[config.mk]
export PLATFORM = sky130hd
export DESIGN_NAME = msbr_host_flat
export DESIGN_NICKNAME = d
export VERILOG_FILES = /design/src/rtl/msbr_pkg.sv /design/src/rtl/msbr_link_if.sv /design/src/rtl/msbr_host.sv /design/src/flat_wrapper.sv
export SDC_FILE = /design/constraint.sdc
export NUM_CORES = 1
export LEC_CHECK = 0
export ABC_AREA = 1
export BUFFER_PORTS_ARGS = -buffer_cell sky130_fd_sc_hd__buf_2
export CAP_MARGIN = 20
export CORE_MARGIN = 3
export CORE_UTILIZATION = 54
export DETAILED_ROUTE_END_ITERATION = 10
export GPL_ROUTABILITY_DRIVEN = 0
export PLACE_DENSITY_LB_ADDON = 0.1
export SLEW_MARGIN = 10
export SYNTH_ARGS = -nofsm -noshare
export SYNTH_HDL_FRONTEND = slang
export SYNTH_SLANG_ARGS = --single-unit
[constraint.sdc]
create_clock -name sys_clk_i -period 4.3 [get_ports sys_clk_i]
set_clock_uncertainty 0.2 [all_clocks]
set_input_delay 1.075 -clock sys_clk_i [delete_from_list [all_inputs] [get_ports sys_clk_i]]
set_output_delay 1.075 -clock sys_clk_i [all_outputs]
set_load 0.005 [all_outputs]
[src/rtl/msbr_pkg.sv]
// package: register indices, field positions, timing for the bridge readout
package msbr_pkg;
   // register indices on the link (one 16-bit word each)
   localparam logic [3:0]  REG_MODULE_STATE = 4'h0;
   localparam logic [3:0]  REG_SAMPLE_BASE  = 4'h1;  // slots 1..10 at 1..10
   localparam logic [3:0]  REG_RANGE_SELECT = 4'hb;
   localparam logic [3:0]  REG_PERIOD_SEL   = 4'hc;
   localparam int          NUM_SLOTS        = 10;
   localparam int          MIN_SAMPLES      = 3;
   // module_state bit positions
   localparam int          ST_INVALID_BIT   = 0;
   localparam int          ST_OPEN_BIT      = 1;
   localparam int          ST_NOSYNC_BIT    = 2;
   // range_select fields
   localparam int          RS_EXT_BIT       = 2;
   localparam logic [7:0]  RANGE_RESET      = 8'h00;
   localparam logic [7:0]  PERIOD_RESET     = 8'h00;
   localparam logic [7:0]  PERIOD_CODE_50   = 8'h00;
   localparam logic [7:0]  PERIOD_CODE_100  = 8'h01;
   // timing
   localparam int          CLK_MHZ          = 50;
   localparam int          PERIOD_50_US     = 50;
   localparam int          PERIOD_100_US    = 100;
   localparam int          CYC_50           = PERIOD_50_US * CLK_MHZ;
   localparam int          CYC_100          = PERIOD_100_US * CLK_MHZ;
   localparam int          MIN_LINK_US      = 250;
   localparam int          SETTLE_PERIODS   = 150;
   // host-side APB register offsets
   localparam logic [11:0] H_CTRL           = 12'h000;
   localparam logic [11:0] H_STATUS         = 12'h004;
   localparam logic [11:0] H_IRQ_STATUS     = 12'h008;
   localparam logic [11:0] H_IRQ_MASK       = 12'h00c;
   localparam logic [11:0] H_CFG            = 12'h010;
   localparam logic [11:0] H_SAMPLE_BASE    = 12'h040;
   // full-scale range in mV/V from a 3-bit code
   function automatic logic [8:0] range_mvv(input logic [2:0] code);
      logic [8:0] base;
      base = code[RS_EXT_BIT] ? 9'h100 : 9'h010;
      return base >> code[1:0];
   endfunction : range_mvv
endpackage : msbr_pkg

[src/rtl/msbr_link_if.sv]
// interface: cyclic link between the bridge readout and its master
interface msbr_link_if;
   logic        cycle_start;  // one-cycle pulse, master opens a link cycle
   logic [9:0]  cycle_us;     // link cycle time in microseconds
   logic        wr_en;
   logic [3:0]  wr_idx;
   logic [7:0]  wr_data;
   logic        rd_en;
   logic [3:0]  rd_idx;
   logic [15:0] rd_data;
   logic        rd_valid;
   logic        frame_done;   // one-cycle pulse, new frame latched
   modport dev  (input cycle_start, cycle_us, wr_en, wr_idx, wr_data,
                 rd_en, rd_idx, output rd_data, rd_valid, frame_done);
   modport host (output cycle_start, cycle_us, wr_en, wr_idx, wr_data,
                 rd_en, rd_idx, input rd_data, rd_valid, frame_done);
endinterface : msbr_link_if

[src/rtl/msbr_host.sv]
// host end: link master with APB registers and interrupt
module msbr_host (
   input  wire logic        sys_clk_i,
   input  wire logic        reset_n_i,
   msbr_link_if.host        link,
   input  wire logic        psel_i,
   input  wire logic        penable_i,
   input  wire logic        pwrite_i,
   input  wire logic [11:0] paddr_i,
   input  wire logic [31:0] pwdata_i,
   output logic [31:0]      prdata_o,
   output logic             pready_o,
   output logic             pslverr_o,
   output logic             irq_o
);
   typedef enum logic [1:0] {
      HS_IDLE = 2'b00, HS_READ = 2'b01, HS_WAIT = 2'b10
   } msbr_hst_e;

   typedef struct packed {
      msbr_hst_e   st;
      logic [19:0] cnt;
      logic        cs;
      logic [9:0]  cyc_us;
      logic [7:0]  range;
      logic [7:0]  period;
      logic        cfg_go;
      logic [3:0]  idx;
      logic [10:0][15:0] buf_;
      logic [2:0]  irq_st;
      logic [2:0]  irq_mask;
      logic        wr_en;
      logic [3:0]  wr_idx;
      logic [7:0]  wr_data;
      logic        rd_en;
      logic        busy;
      logic [31:0] prdata;
      logic        pready;
      logic        pslverr;
      logic        irq;
   } msbr_hst_s;

   msbr_hst_s h_reg, h_next;
   logic [19:0] cyc_clk;
   logic [2:0]  ev;
   logic        acc;

   always_comb begin
      h_next = h_reg;
      h_next.cs = 1'b0;
      h_next.wr_en = 1'b0;
      h_next.rd_en = 1'b0;
      h_next.pready = 1'b0;
      h_next.pslverr = 1'b0;
      ev = 3'b000;
      acc = psel_i & penable_i & ~h_reg.pready;
      // cycle never below the device minimum
      cyc_clk = (h_reg.cyc_us < 10'(msbr_pkg::MIN_LINK_US)) // RULE17
              ? 20'(msbr_pkg::MIN_LINK_US * msbr_pkg::CLK_MHZ)
              : 20'(h_reg.cyc_us) * 20'(msbr_pkg::CLK_MHZ);
      // ------------------------------------------------------------------
      // link cycle generator and frame readback
      // ------------------------------------------------------------------
      if (h_reg.cnt >= cyc_clk - 20'd1) begin
         h_next.cnt = 20'd0;
         h_next.cs = 1'b1;
      end else begin
         h_next.cnt = h_reg.cnt + 20'd1;
      end
      if (h_reg.cfg_go) begin
         h_next.cfg_go = 1'b0;
         h_next.wr_en = 1'b1;
         h_next.wr_idx = msbr_pkg::REG_PERIOD_SEL;
         h_next.wr_data = h_reg.period;
      end else if (h_reg.wr_en && h_reg.wr_idx == msbr_pkg::REG_PERIOD_SEL)
      begin
         h_next.wr_en = 1'b1;
         h_next.wr_idx = msbr_pkg::REG_RANGE_SELECT;
         h_next.wr_data = {5'h00, h_reg.range[2:0]}; // RULE11
      end
      unique case (h_reg.st)
         HS_IDLE: begin
            if (link.frame_done) begin
               h_next.st = HS_READ;
               h_next.idx = 4'd0;
            end
         end
         HS_READ: begin
            h_next.rd_en = 1'b1;
            h_next.st = HS_WAIT;
         end
         HS_WAIT: begin
            if (link.rd_valid) begin
               h_next.buf_[h_reg.idx] = link.rd_data;
               if (h_reg.idx == 4'(msbr_pkg::NUM_SLOTS)) begin
                  h_next.st = HS_IDLE;
                  ev[0] = 1'b1;
                  ev[1] = link.rd_data[msbr_pkg::ST_OPEN_BIT] & 1'b0;
               end else begin
                  h_next.idx = h_reg.idx + 4'd1;
                  h_next.st = HS_READ;
               end
               if (h_reg.idx == 4'd0) begin
                  ev[1] = link.rd_data[msbr_pkg::ST_OPEN_BIT];
                  ev[2] = link.rd_data[msbr_pkg::ST_NOSYNC_BIT];
               end
            end
         end
         default: h_next.st = HS_IDLE;
      endcase
      // ------------------------------------------------------------------
      // apb slave, answers one cycle into the access phase
      // ------------------------------------------------------------------
      if (acc) begin
         h_next.pready = 1'b1;
         h_next.prdata = 32'h0000_0000;
         if (pwrite_i) begin
            unique case (paddr_i)
               msbr_pkg::H_CTRL: h_next.cfg_go = pwdata_i[0];
               msbr_pkg::H_IRQ_MASK: h_next.irq_mask = pwdata_i[2:0];
               msbr_pkg::H_CFG: begin
                  h_next.cyc_us = pwdata_i[9:0];
                  h_next.range = pwdata_i[23:16];
                  h_next.period = pwdata_i[31:24];
               end
               default: h_next.pslverr = 1'b1;
            endcase
         end else if (paddr_i >= msbr_pkg::H_SAMPLE_BASE &&
                      paddr_i < msbr_pkg::H_SAMPLE_BASE + 12'h02c &&
                      paddr_i[1:0] == 2'b00) begin
            h_next.prdata = {16'h0000,
               h_reg.buf_[4'(paddr_i[5:2])]};
         end else begin
            unique case (paddr_i)
               msbr_pkg::H_STATUS:
                  h_next.prdata = {16'h0000, h_reg.buf_[0]};
               msbr_pkg::H_IRQ_STATUS: begin
                  h_next.prdata = {29'h0, h_reg.irq_st};
                  h_next.irq_st = 3'b000;
               end
               msbr_pkg::H_IRQ_MASK: h_next.prdata = {29'h0, h_reg.irq_mask};
               msbr_pkg::H_CFG: h_next.prdata = {h_reg.period, h_reg.range,
                                                 6'h00, h_reg.cyc_us};
               default: h_next.pslverr = 1'b1;
            endcase
         end
      end
      // set wins over read clear
      h_next.irq_st = h_next.irq_st | ev;
      h_next.irq = |(h_next.irq_st & h_reg.irq_mask);
   end

   always_ff @(posedge sys_clk_i or negedge reset_n_i) begin
      if (!reset_n_i) begin
         h_reg <= '0;
         h_reg.st <= HS_IDLE;
         h_reg.cyc_us <= 10'(msbr_pkg::MIN_LINK_US);
      end else begin
         h_reg <= h_next;
      end
   end

   assign link.cycle_start = h_reg.cs;
   assign link.cycle_us = h_reg.cyc_us;
   assign link.wr_en = h_reg.wr_en;
   assign link.wr_idx = h_reg.wr_idx;
   assign link.wr_data = h_reg.wr_data;
   assign link.rd_en = h_reg.rd_en;
   assign link.rd_idx = h_reg.idx;
   assign prdata_o = h_reg.prdata;
   assign pready_o = h_reg.pready;
   assign pslverr_o = h_reg.pslverr;
   assign irq_o = h_reg.irq;
endmodule : msbr_host

[src/flat_wrapper.sv]
// flat-port wrapper written by rule: the top's interface ports become plain ports
module msbr_host_flat 
  (sys_clk_i, reset_n_i, psel_i, penable_i, pwrite_i, paddr_i, pwdata_i, prdata_o, pready_o, pslverr_o, irq_o, link_cycle_start, link_cycle_us, link_wr_en, link_wr_idx, link_wr_data, link_rd_en, link_rd_idx, link_rd_data, link_rd_valid, link_frame_done);
  msbr_link_if link_i ();
  input  wire logic sys_clk_i;
  input  wire logic reset_n_i;
  input  wire logic psel_i;
  input  wire logic penable_i;
  input  wire logic pwrite_i;
  input  wire logic [11:0] paddr_i;
  input  wire logic [31:0] pwdata_i;
  output logic [31:0] prdata_o;
  output logic pready_o;
  output logic pslverr_o;
  output logic irq_o;
  output wire logic [$bits(link_i.cycle_start)-1:0] link_cycle_start;
  output wire logic [$bits(link_i.cycle_us)-1:0] link_cycle_us;
  output wire logic [$bits(link_i.wr_en)-1:0] link_wr_en;
  output wire logic [$bits(link_i.wr_idx)-1:0] link_wr_idx;
  output wire logic [$bits(link_i.wr_data)-1:0] link_wr_data;
  output wire logic [$bits(link_i.rd_en)-1:0] link_rd_en;
  output wire logic [$bits(link_i.rd_idx)-1:0] link_rd_idx;
  input wire logic [$bits(link_i.rd_data)-1:0] link_rd_data;
  input wire logic [$bits(link_i.rd_valid)-1:0] link_rd_valid;
  input wire logic [$bits(link_i.frame_done)-1:0] link_frame_done;
  assign link_cycle_start = link_i.cycle_start;
  assign link_cycle_us = link_i.cycle_us;
  assign link_wr_en = link_i.wr_en;
  assign link_wr_idx = link_i.wr_idx;
  assign link_wr_data = link_i.wr_data;
  assign link_rd_en = link_i.rd_en;
  assign link_rd_idx = link_i.rd_idx;
  assign link_i.rd_data = link_rd_data;
  assign link_i.rd_valid = link_rd_valid;
  assign link_i.frame_done = link_frame_done;
  msbr_host u_core (.sys_clk_i(sys_clk_i), .reset_n_i(reset_n_i), .link(link_i), .psel_i(psel_i), .penable_i(penable_i), .pwrite_i(pwrite_i), .paddr_i(paddr_i), .pwdata_i(pwdata_i), .prdata_o(prdata_o), .pready_o(pready_o), .pslverr_o(pslverr_o), .irq_o(irq_o));
endmodule
# Word-level counts from Yosys, hierarchy flattened
# Cells that the tools add are included.
dict set report word_totals {
  regBits 285
  input_bits 67
  output_inout_bits 64
  wordCells 114
}
dict set report classes {
  n_addsub 3
  multipliers 1
  magnitude_cmp 7
  n_eq_ne 11
  muxes 40
  bitwise_logic 5
  reduce_logical 18
}
# cell count
set ops {}
lappend ops {{two-way mux 180 bit} 1}
lappend ops {{bitwise mux 176 bit} 1}
lappend ops {{one-hot mux 32 bit (4 select lines)} 1}
lappend ops {{binary-select mux 16 bit (select 4 bit)} 1}
lappend ops {{demux 16 bit (select 4 bit)} 1}
lappend ops {{two-way mux 32 bit} 2}
lappend ops {{two-way mux 16 bit} 3}
lappend ops {{two-way mux 13 bit} 2}
lappend ops {{== test 12 x 4 -> 1 bit (second input constant)} 2}
lappend ops {{two-way mux 3 bit} 7}
lappend ops {{adder 20 x 1 -> 20 bit (second input constant)} 1}
lappend ops {{greater-or-equal comparator 20 bit} 1}
lappend ops {{two-way mux 20 bit} 1}
lappend ops {{subtractor 20 x 1 -> 20 bit (second input constant)} 1}
lappend ops {{multiplier 10 x 5 -> 15 bit (second input constant)} 1}
lappend ops {{== test 12 x 3 -> 1 bit (second input constant)} 1}
lappend ops {{== test 12 x 5 -> 1 bit (second input constant)} 1}
lappend ops {{greater-or-equal comparator 12 x 7 -> 1 bit (second input constant)} 1}
lappend ops {{zero test 12 bit} 1}
lappend ops {{less-than comparator 12 x 7 -> 1 bit (second input constant)} 1}
lappend ops {{two-way mux 1 bit} 11}
lappend ops {{less-than comparator 10 x 8 -> 1 bit (second input constant)} 1}
lappend ops {{less-than comparator 4 x 5 -> 1 bit (second input constant)} 2}
lappend ops {{== test 4 bit (second input constant)} 2}
lappend ops {{23 further kinds} 38}

# Depth between registers and ports, before layout
dict set report logic_depth {
  word_depth 9
  ltp_mapped 29
}

# Worst setup path after synthesis
# Ideal clock, no wire load.
dict set report synth_path {
  path_type {reg2reg}
  from {reg u_core.h_reg, in the netlist u_core.link.cycle_us[3]}
  to {reg u_core.h_reg[268] (netlist name)}
  setup_time_ns 0.135
  arrival_ns 4.142
  path_slack_ns -0.177
  path_stages_with_launch 24
  path_buffers 1
  period_less_slack_ns 4.477
  path_cell_list {dfstp_2 > ha_1 > ha_1 > inv_1 > fa_1 > inv_1 > ha_1 > a21oi_1 > nand2_1 > nand2_1 > nand3b_1 > nand3_1 > nand2_1 > nor2_1 > nand4_1 > nand2_1 > inv_1 > ha_1 > nand2_1 > nor3_1 > nand3_1 > nand3_1 > clkbuf_1 > nor3b_1}
}
# element line_no
set synth_rtl {}
lappend synth_rtl {{from (decl)} msbr_host.sv:43} ;# msbr_hst_s h_reg, h_next;
lappend synth_rtl {{from (signal assigned)} msbr_host.sv:159} ;# h_reg <= h_next;

==> run_results.csv <==
group,metric,value,unit
finish,nets,1921,
outcome,status,"finished, violations left",
clock_network,insertion_delay,560,ps
power,vdd_ir_drop_max,252,µV
floorplanning,start_util,55.2,%
power,powerDensity,374,mW/mm²
global_route,grt_usage,27.6,%
sta,period_share,106,%
power,switchingPower,1.64,mW
global_route,antenna_found_initial,1,
synth,yosys.area.top_type,"dfrtp_1",
sta,period_minus_slack,4550,ps
floorplanning,chipWidth,170,µm
worst_setup_path,path_class,"reg2reg",
worst_setup_path,slowest_delay,630,ps
synth,synth_top_area_share,48.1,%
synth,syn_area_per_cell,8.59,µm²
worst_setup_path,critPathRequiredTime,4580,ps
detailed_routing,viasPerCell,5.75,
detailed_routing,drt_pass1_iterations,5,
worst_setup_path,startpoint_type,"register",
floorplanning,dieHeight,170,µm
sta,rsz0062_at_grt,"yes",
power,power_frac_clock,40.6,%
flow_run,cap_violations,0,
synth,ys_ff_latch,284,
synth,yosysSeqAreaShare,49.2,%
global_route,grt_pass1_vias,12000,
clock_network,root_buffer,"clkbuf_16",
power,seq_power_share,49.3,%
synth,syn-cell-area,0.0145,mm²
clock_network,tritoncts,"yes",
worst_setup_path,crit_arrival,4830,ps
floorplanning,rows,59,
clock_network,cts.sinks,284,
outcome,violations,"setup timing",
global_route,grt_max_degree,106,
finish,layout-drive-gt1-share,20.6,%
floorplanning,pin_count,131,
detailed_routing,vias,12300,
detailed_routing,detail_route.wl_per_cell,18.7,µm
clock_network,clk_path_buf_depth,3,
worst_setup_path,cp_slowest_cell,"dfstp_2",
placed_design,portBuffers,124,
finish,syn2layout_area_growth,17.0,%
sta,setup_tns,-4040,ps
detailed_routing,drc_errors,0,
sta,finalSetupViolCount,21,
clock_network,clkSlewWorstSetupHoldPaths,60,ps
synth,ys_warn_count,0,
sta,drv_slew,0,
detailed_routing,routed_wl,40000,µm
synth,synthesis.nets,1819,
worst_setup_path,path_common_cell,"ha_4",
min_path,hold_class,"in2async",
synth,synth_area_leaders,"dfrtp_1 48%, nand2_1 11%, o21ai_0 8.8%, ha_1 5.4%, inv_1 3.1%",
clock_network,numCtsBuffers,31,
synth,netlist_instances,1685,
power,combPwrFrac,10.1,%
worst_setup_path,cp_top_family,"adder cells",
floorplanning,core,0.0262,mm²
power,internal_power,4.70,mW
finish,fill_cells,2249,
global_route,grt_pass1_wl,63600,µm
power,p_sw_share,25.8,%
placed_design,place_hpwl,26100,µm
global_route,grt_overflow,0,
sta,slew_headroom,51.9,%
worst_setup_path,end_kind,"register",
sta,setup_slack,-254,ps
worst_setup_path,crit_buf_inv,5,
sta,hold_violations,0,
worst_setup_path,worstPathCellList,"ha_4 -> ha_4 -> inv_2 -> fa_1 -> inv_2 -> ha_4 -> nand3_2 -> nand2_2 -> nand2_2 -> nand2_1 -> nand2_1 -> nand3_2 -> nand2_4 -> nor2_4 -> buf_6 -> buf_6 -> nand4_1 -> ha_4 -> a21oi_2 -> o21ai_2 -> a21oi_4 -> nand3_4 -> buf_12 -> nor3b_4",
detailed_routing,postRouteAntennaNets,0,
sta,hold_ws,250,ps
clock_network,htree_levels,1,
sta,max_freq,220,MHz
worst_setup_path,critPathMaxFanout,6,
power,leakagePower,8.39,nW
clock_network,hold_buffers,0,
floorplanning,design.die.area,0.0288,mm²
synth,synth.distinct_cells,45,
sta,tightest_slew,721,ps
detailed_routing,drt_iter0_drc,995,
-- repair_timing --
action,in CTS,in global routing
gates cloned,1,2
pin swaps,35,28
buffers inserted,10,2
gates resized for setup,60,43
endpoints found under the setup margin,21,21
-- layer usage --
metal	wire length [µm]	up-vias	part of all wire, %	track usage (%)
li1	-	5809	-	-
met1	16900	5973	42	37.1
met2	19300	419	48	46.2
met3	2360	119	5.9	4.29
met4	1410	0	3.5	9.07
met5	0	-	0	0
-- worst paths after layout --
path                                                           from                        endpoint  slack, ps  cells after the start
worst min register to register       u_core.prdata_o[2]$_DFFE_PN0P_  u_core.prdata_o[2]$_DFFE_PN0P_        270                      2
max in group asynchronous                                 reset_n_i   u_core.h_reg[248]$_DFFE_PN0P_       2670                      2
min in group sys_clk_i               u_core.prdata_o[2]$_DFFE_PN0P_  u_core.prdata_o[2]$_DFFE_PN0P_        270                      2
worst min-delay path                                      reset_n_i                       async pin        250                      1
worst max register to register  u_core.link.cycle_us[3]$_DFFE_PN1P_     u_core.h_reg[279]$_DFF_PN0_       -250                     24
worst max-delay path            u_core.link.cycle_us[3]$_DFFE_PN1P_     u_core.h_reg[279]$_DFF_PN0_       -250                     24
-- cell type report --
| type | instances | area, µm² | area share, % |
|---|---|---|---|
| repair buffers | 210 | 1380 | 8.17 |
| diodes | 1 | 2.50 | 0.0148 |
| flip-flops and latches | 284 | 7110 | 42.0 |
| clock inverters | 7 | 100 | 0.591 |
| well taps | 335 | 419 | 2.47 |
| clock buffers | 46 | 882 | 5.21 |
| multi-input cells | 1133 | 6560 | 38.7 |
| inverters | 127 | 477 | 2.81 |
-- cells in the final DEF, fill, tap and decap left out, types with 6 or more instances in the layout --
cell	n
nand2_1	406
dfrtp_1	278
o21ai_0	250
buf_2	123
inv_1	107
nand3_1	77
buf_4	74
o22ai_1	62
nor2_1	61
ha_1	48
clkbuf_16	33
nand4_1	20
a21oi_1	20
mux2_2	19
xor2_1	16
inv_2	14
nor2_2	14
nor3_1	14
ha_4	14
a32o_1	12
nand2_2	11
clkbuf_1	10
nand3_2	9
clkinv_1	6
buf_6	6
dfstp_2	6
-- kinds of logic (layout without fill, tap and decap cells) --
| logic type | count (synthesis) | count (layout) | share of synthesized area, % |
|---|---|---|---|
| and+or+nand+nor | 640 | 640 | 18.4 |
| AOI/OAI and AO/OA | 382 | 382 | 14.6 |
| DFF | 284 | 284 | 49.2 |
| buffers and inverters | 268 | 390 | 8.61 |
| adders and majority gates | 67 | 67 | 6.05 |
| muxes | 23 | 23 | 1.89 |
| xor gates and xnor gates | 21 | 21 | 1.27 |
| other | 0 | 1 | 0 |
-- per-stage QoR --
step	util (%)	std cells	setup WS, ps	cell area [µm²]	total power, mW
2_1_floorplan	-	1685	5.93	14500	3.53
3_3_place_gp	58.5	2075	-299	15300	3.77
3_5_place_dp	58.5	2075	-405	15300	3.80
4_1_cts	63.8	2139	-108	16700	6.38
5_1_grt	64.6	2143	-453	16900	6.63
6_report	64.6	2143	-254	16900	6.34
-- synth_stat cells, drive strengths merged --
cell type	n
o21bai	1
nand2	418
o2111ai	1
nand4	20
a21oi	27
xor2	16
nand3	88
a22o	1
nor3b	5
or2	1
nor4	5
dfstp	6
a32o	12
nor2	78
fa	5
a41oi	1
o31ai	3
inv	121
dfrtp	278
o21a	1
and2	1
clkbuf	75
nor3	20
clkinv	6
buf	66
o22ai	62
ha	62
a31oi	3
a211oi	1
o211ai	4
o21ai	254
a32oi	1
xnor2	5
mux2	23
a22oi	5
and3	1
nand3b	3
a21o	5
-- power by group through the flow --
stage	clock, mW	combinational, mW	sequential, mW
6_report	2.58	0.639	3.13
4_1_cts	2.62	0.641	3.12
5_1_grt	2.73	0.738	3.15
3_3_place_gp	0	0.617	3.15
3_5_place_dp	0	0.641	3.16
2_1_floorplan	0	0.418	3.11
Power figures use the tool's default switching activity.
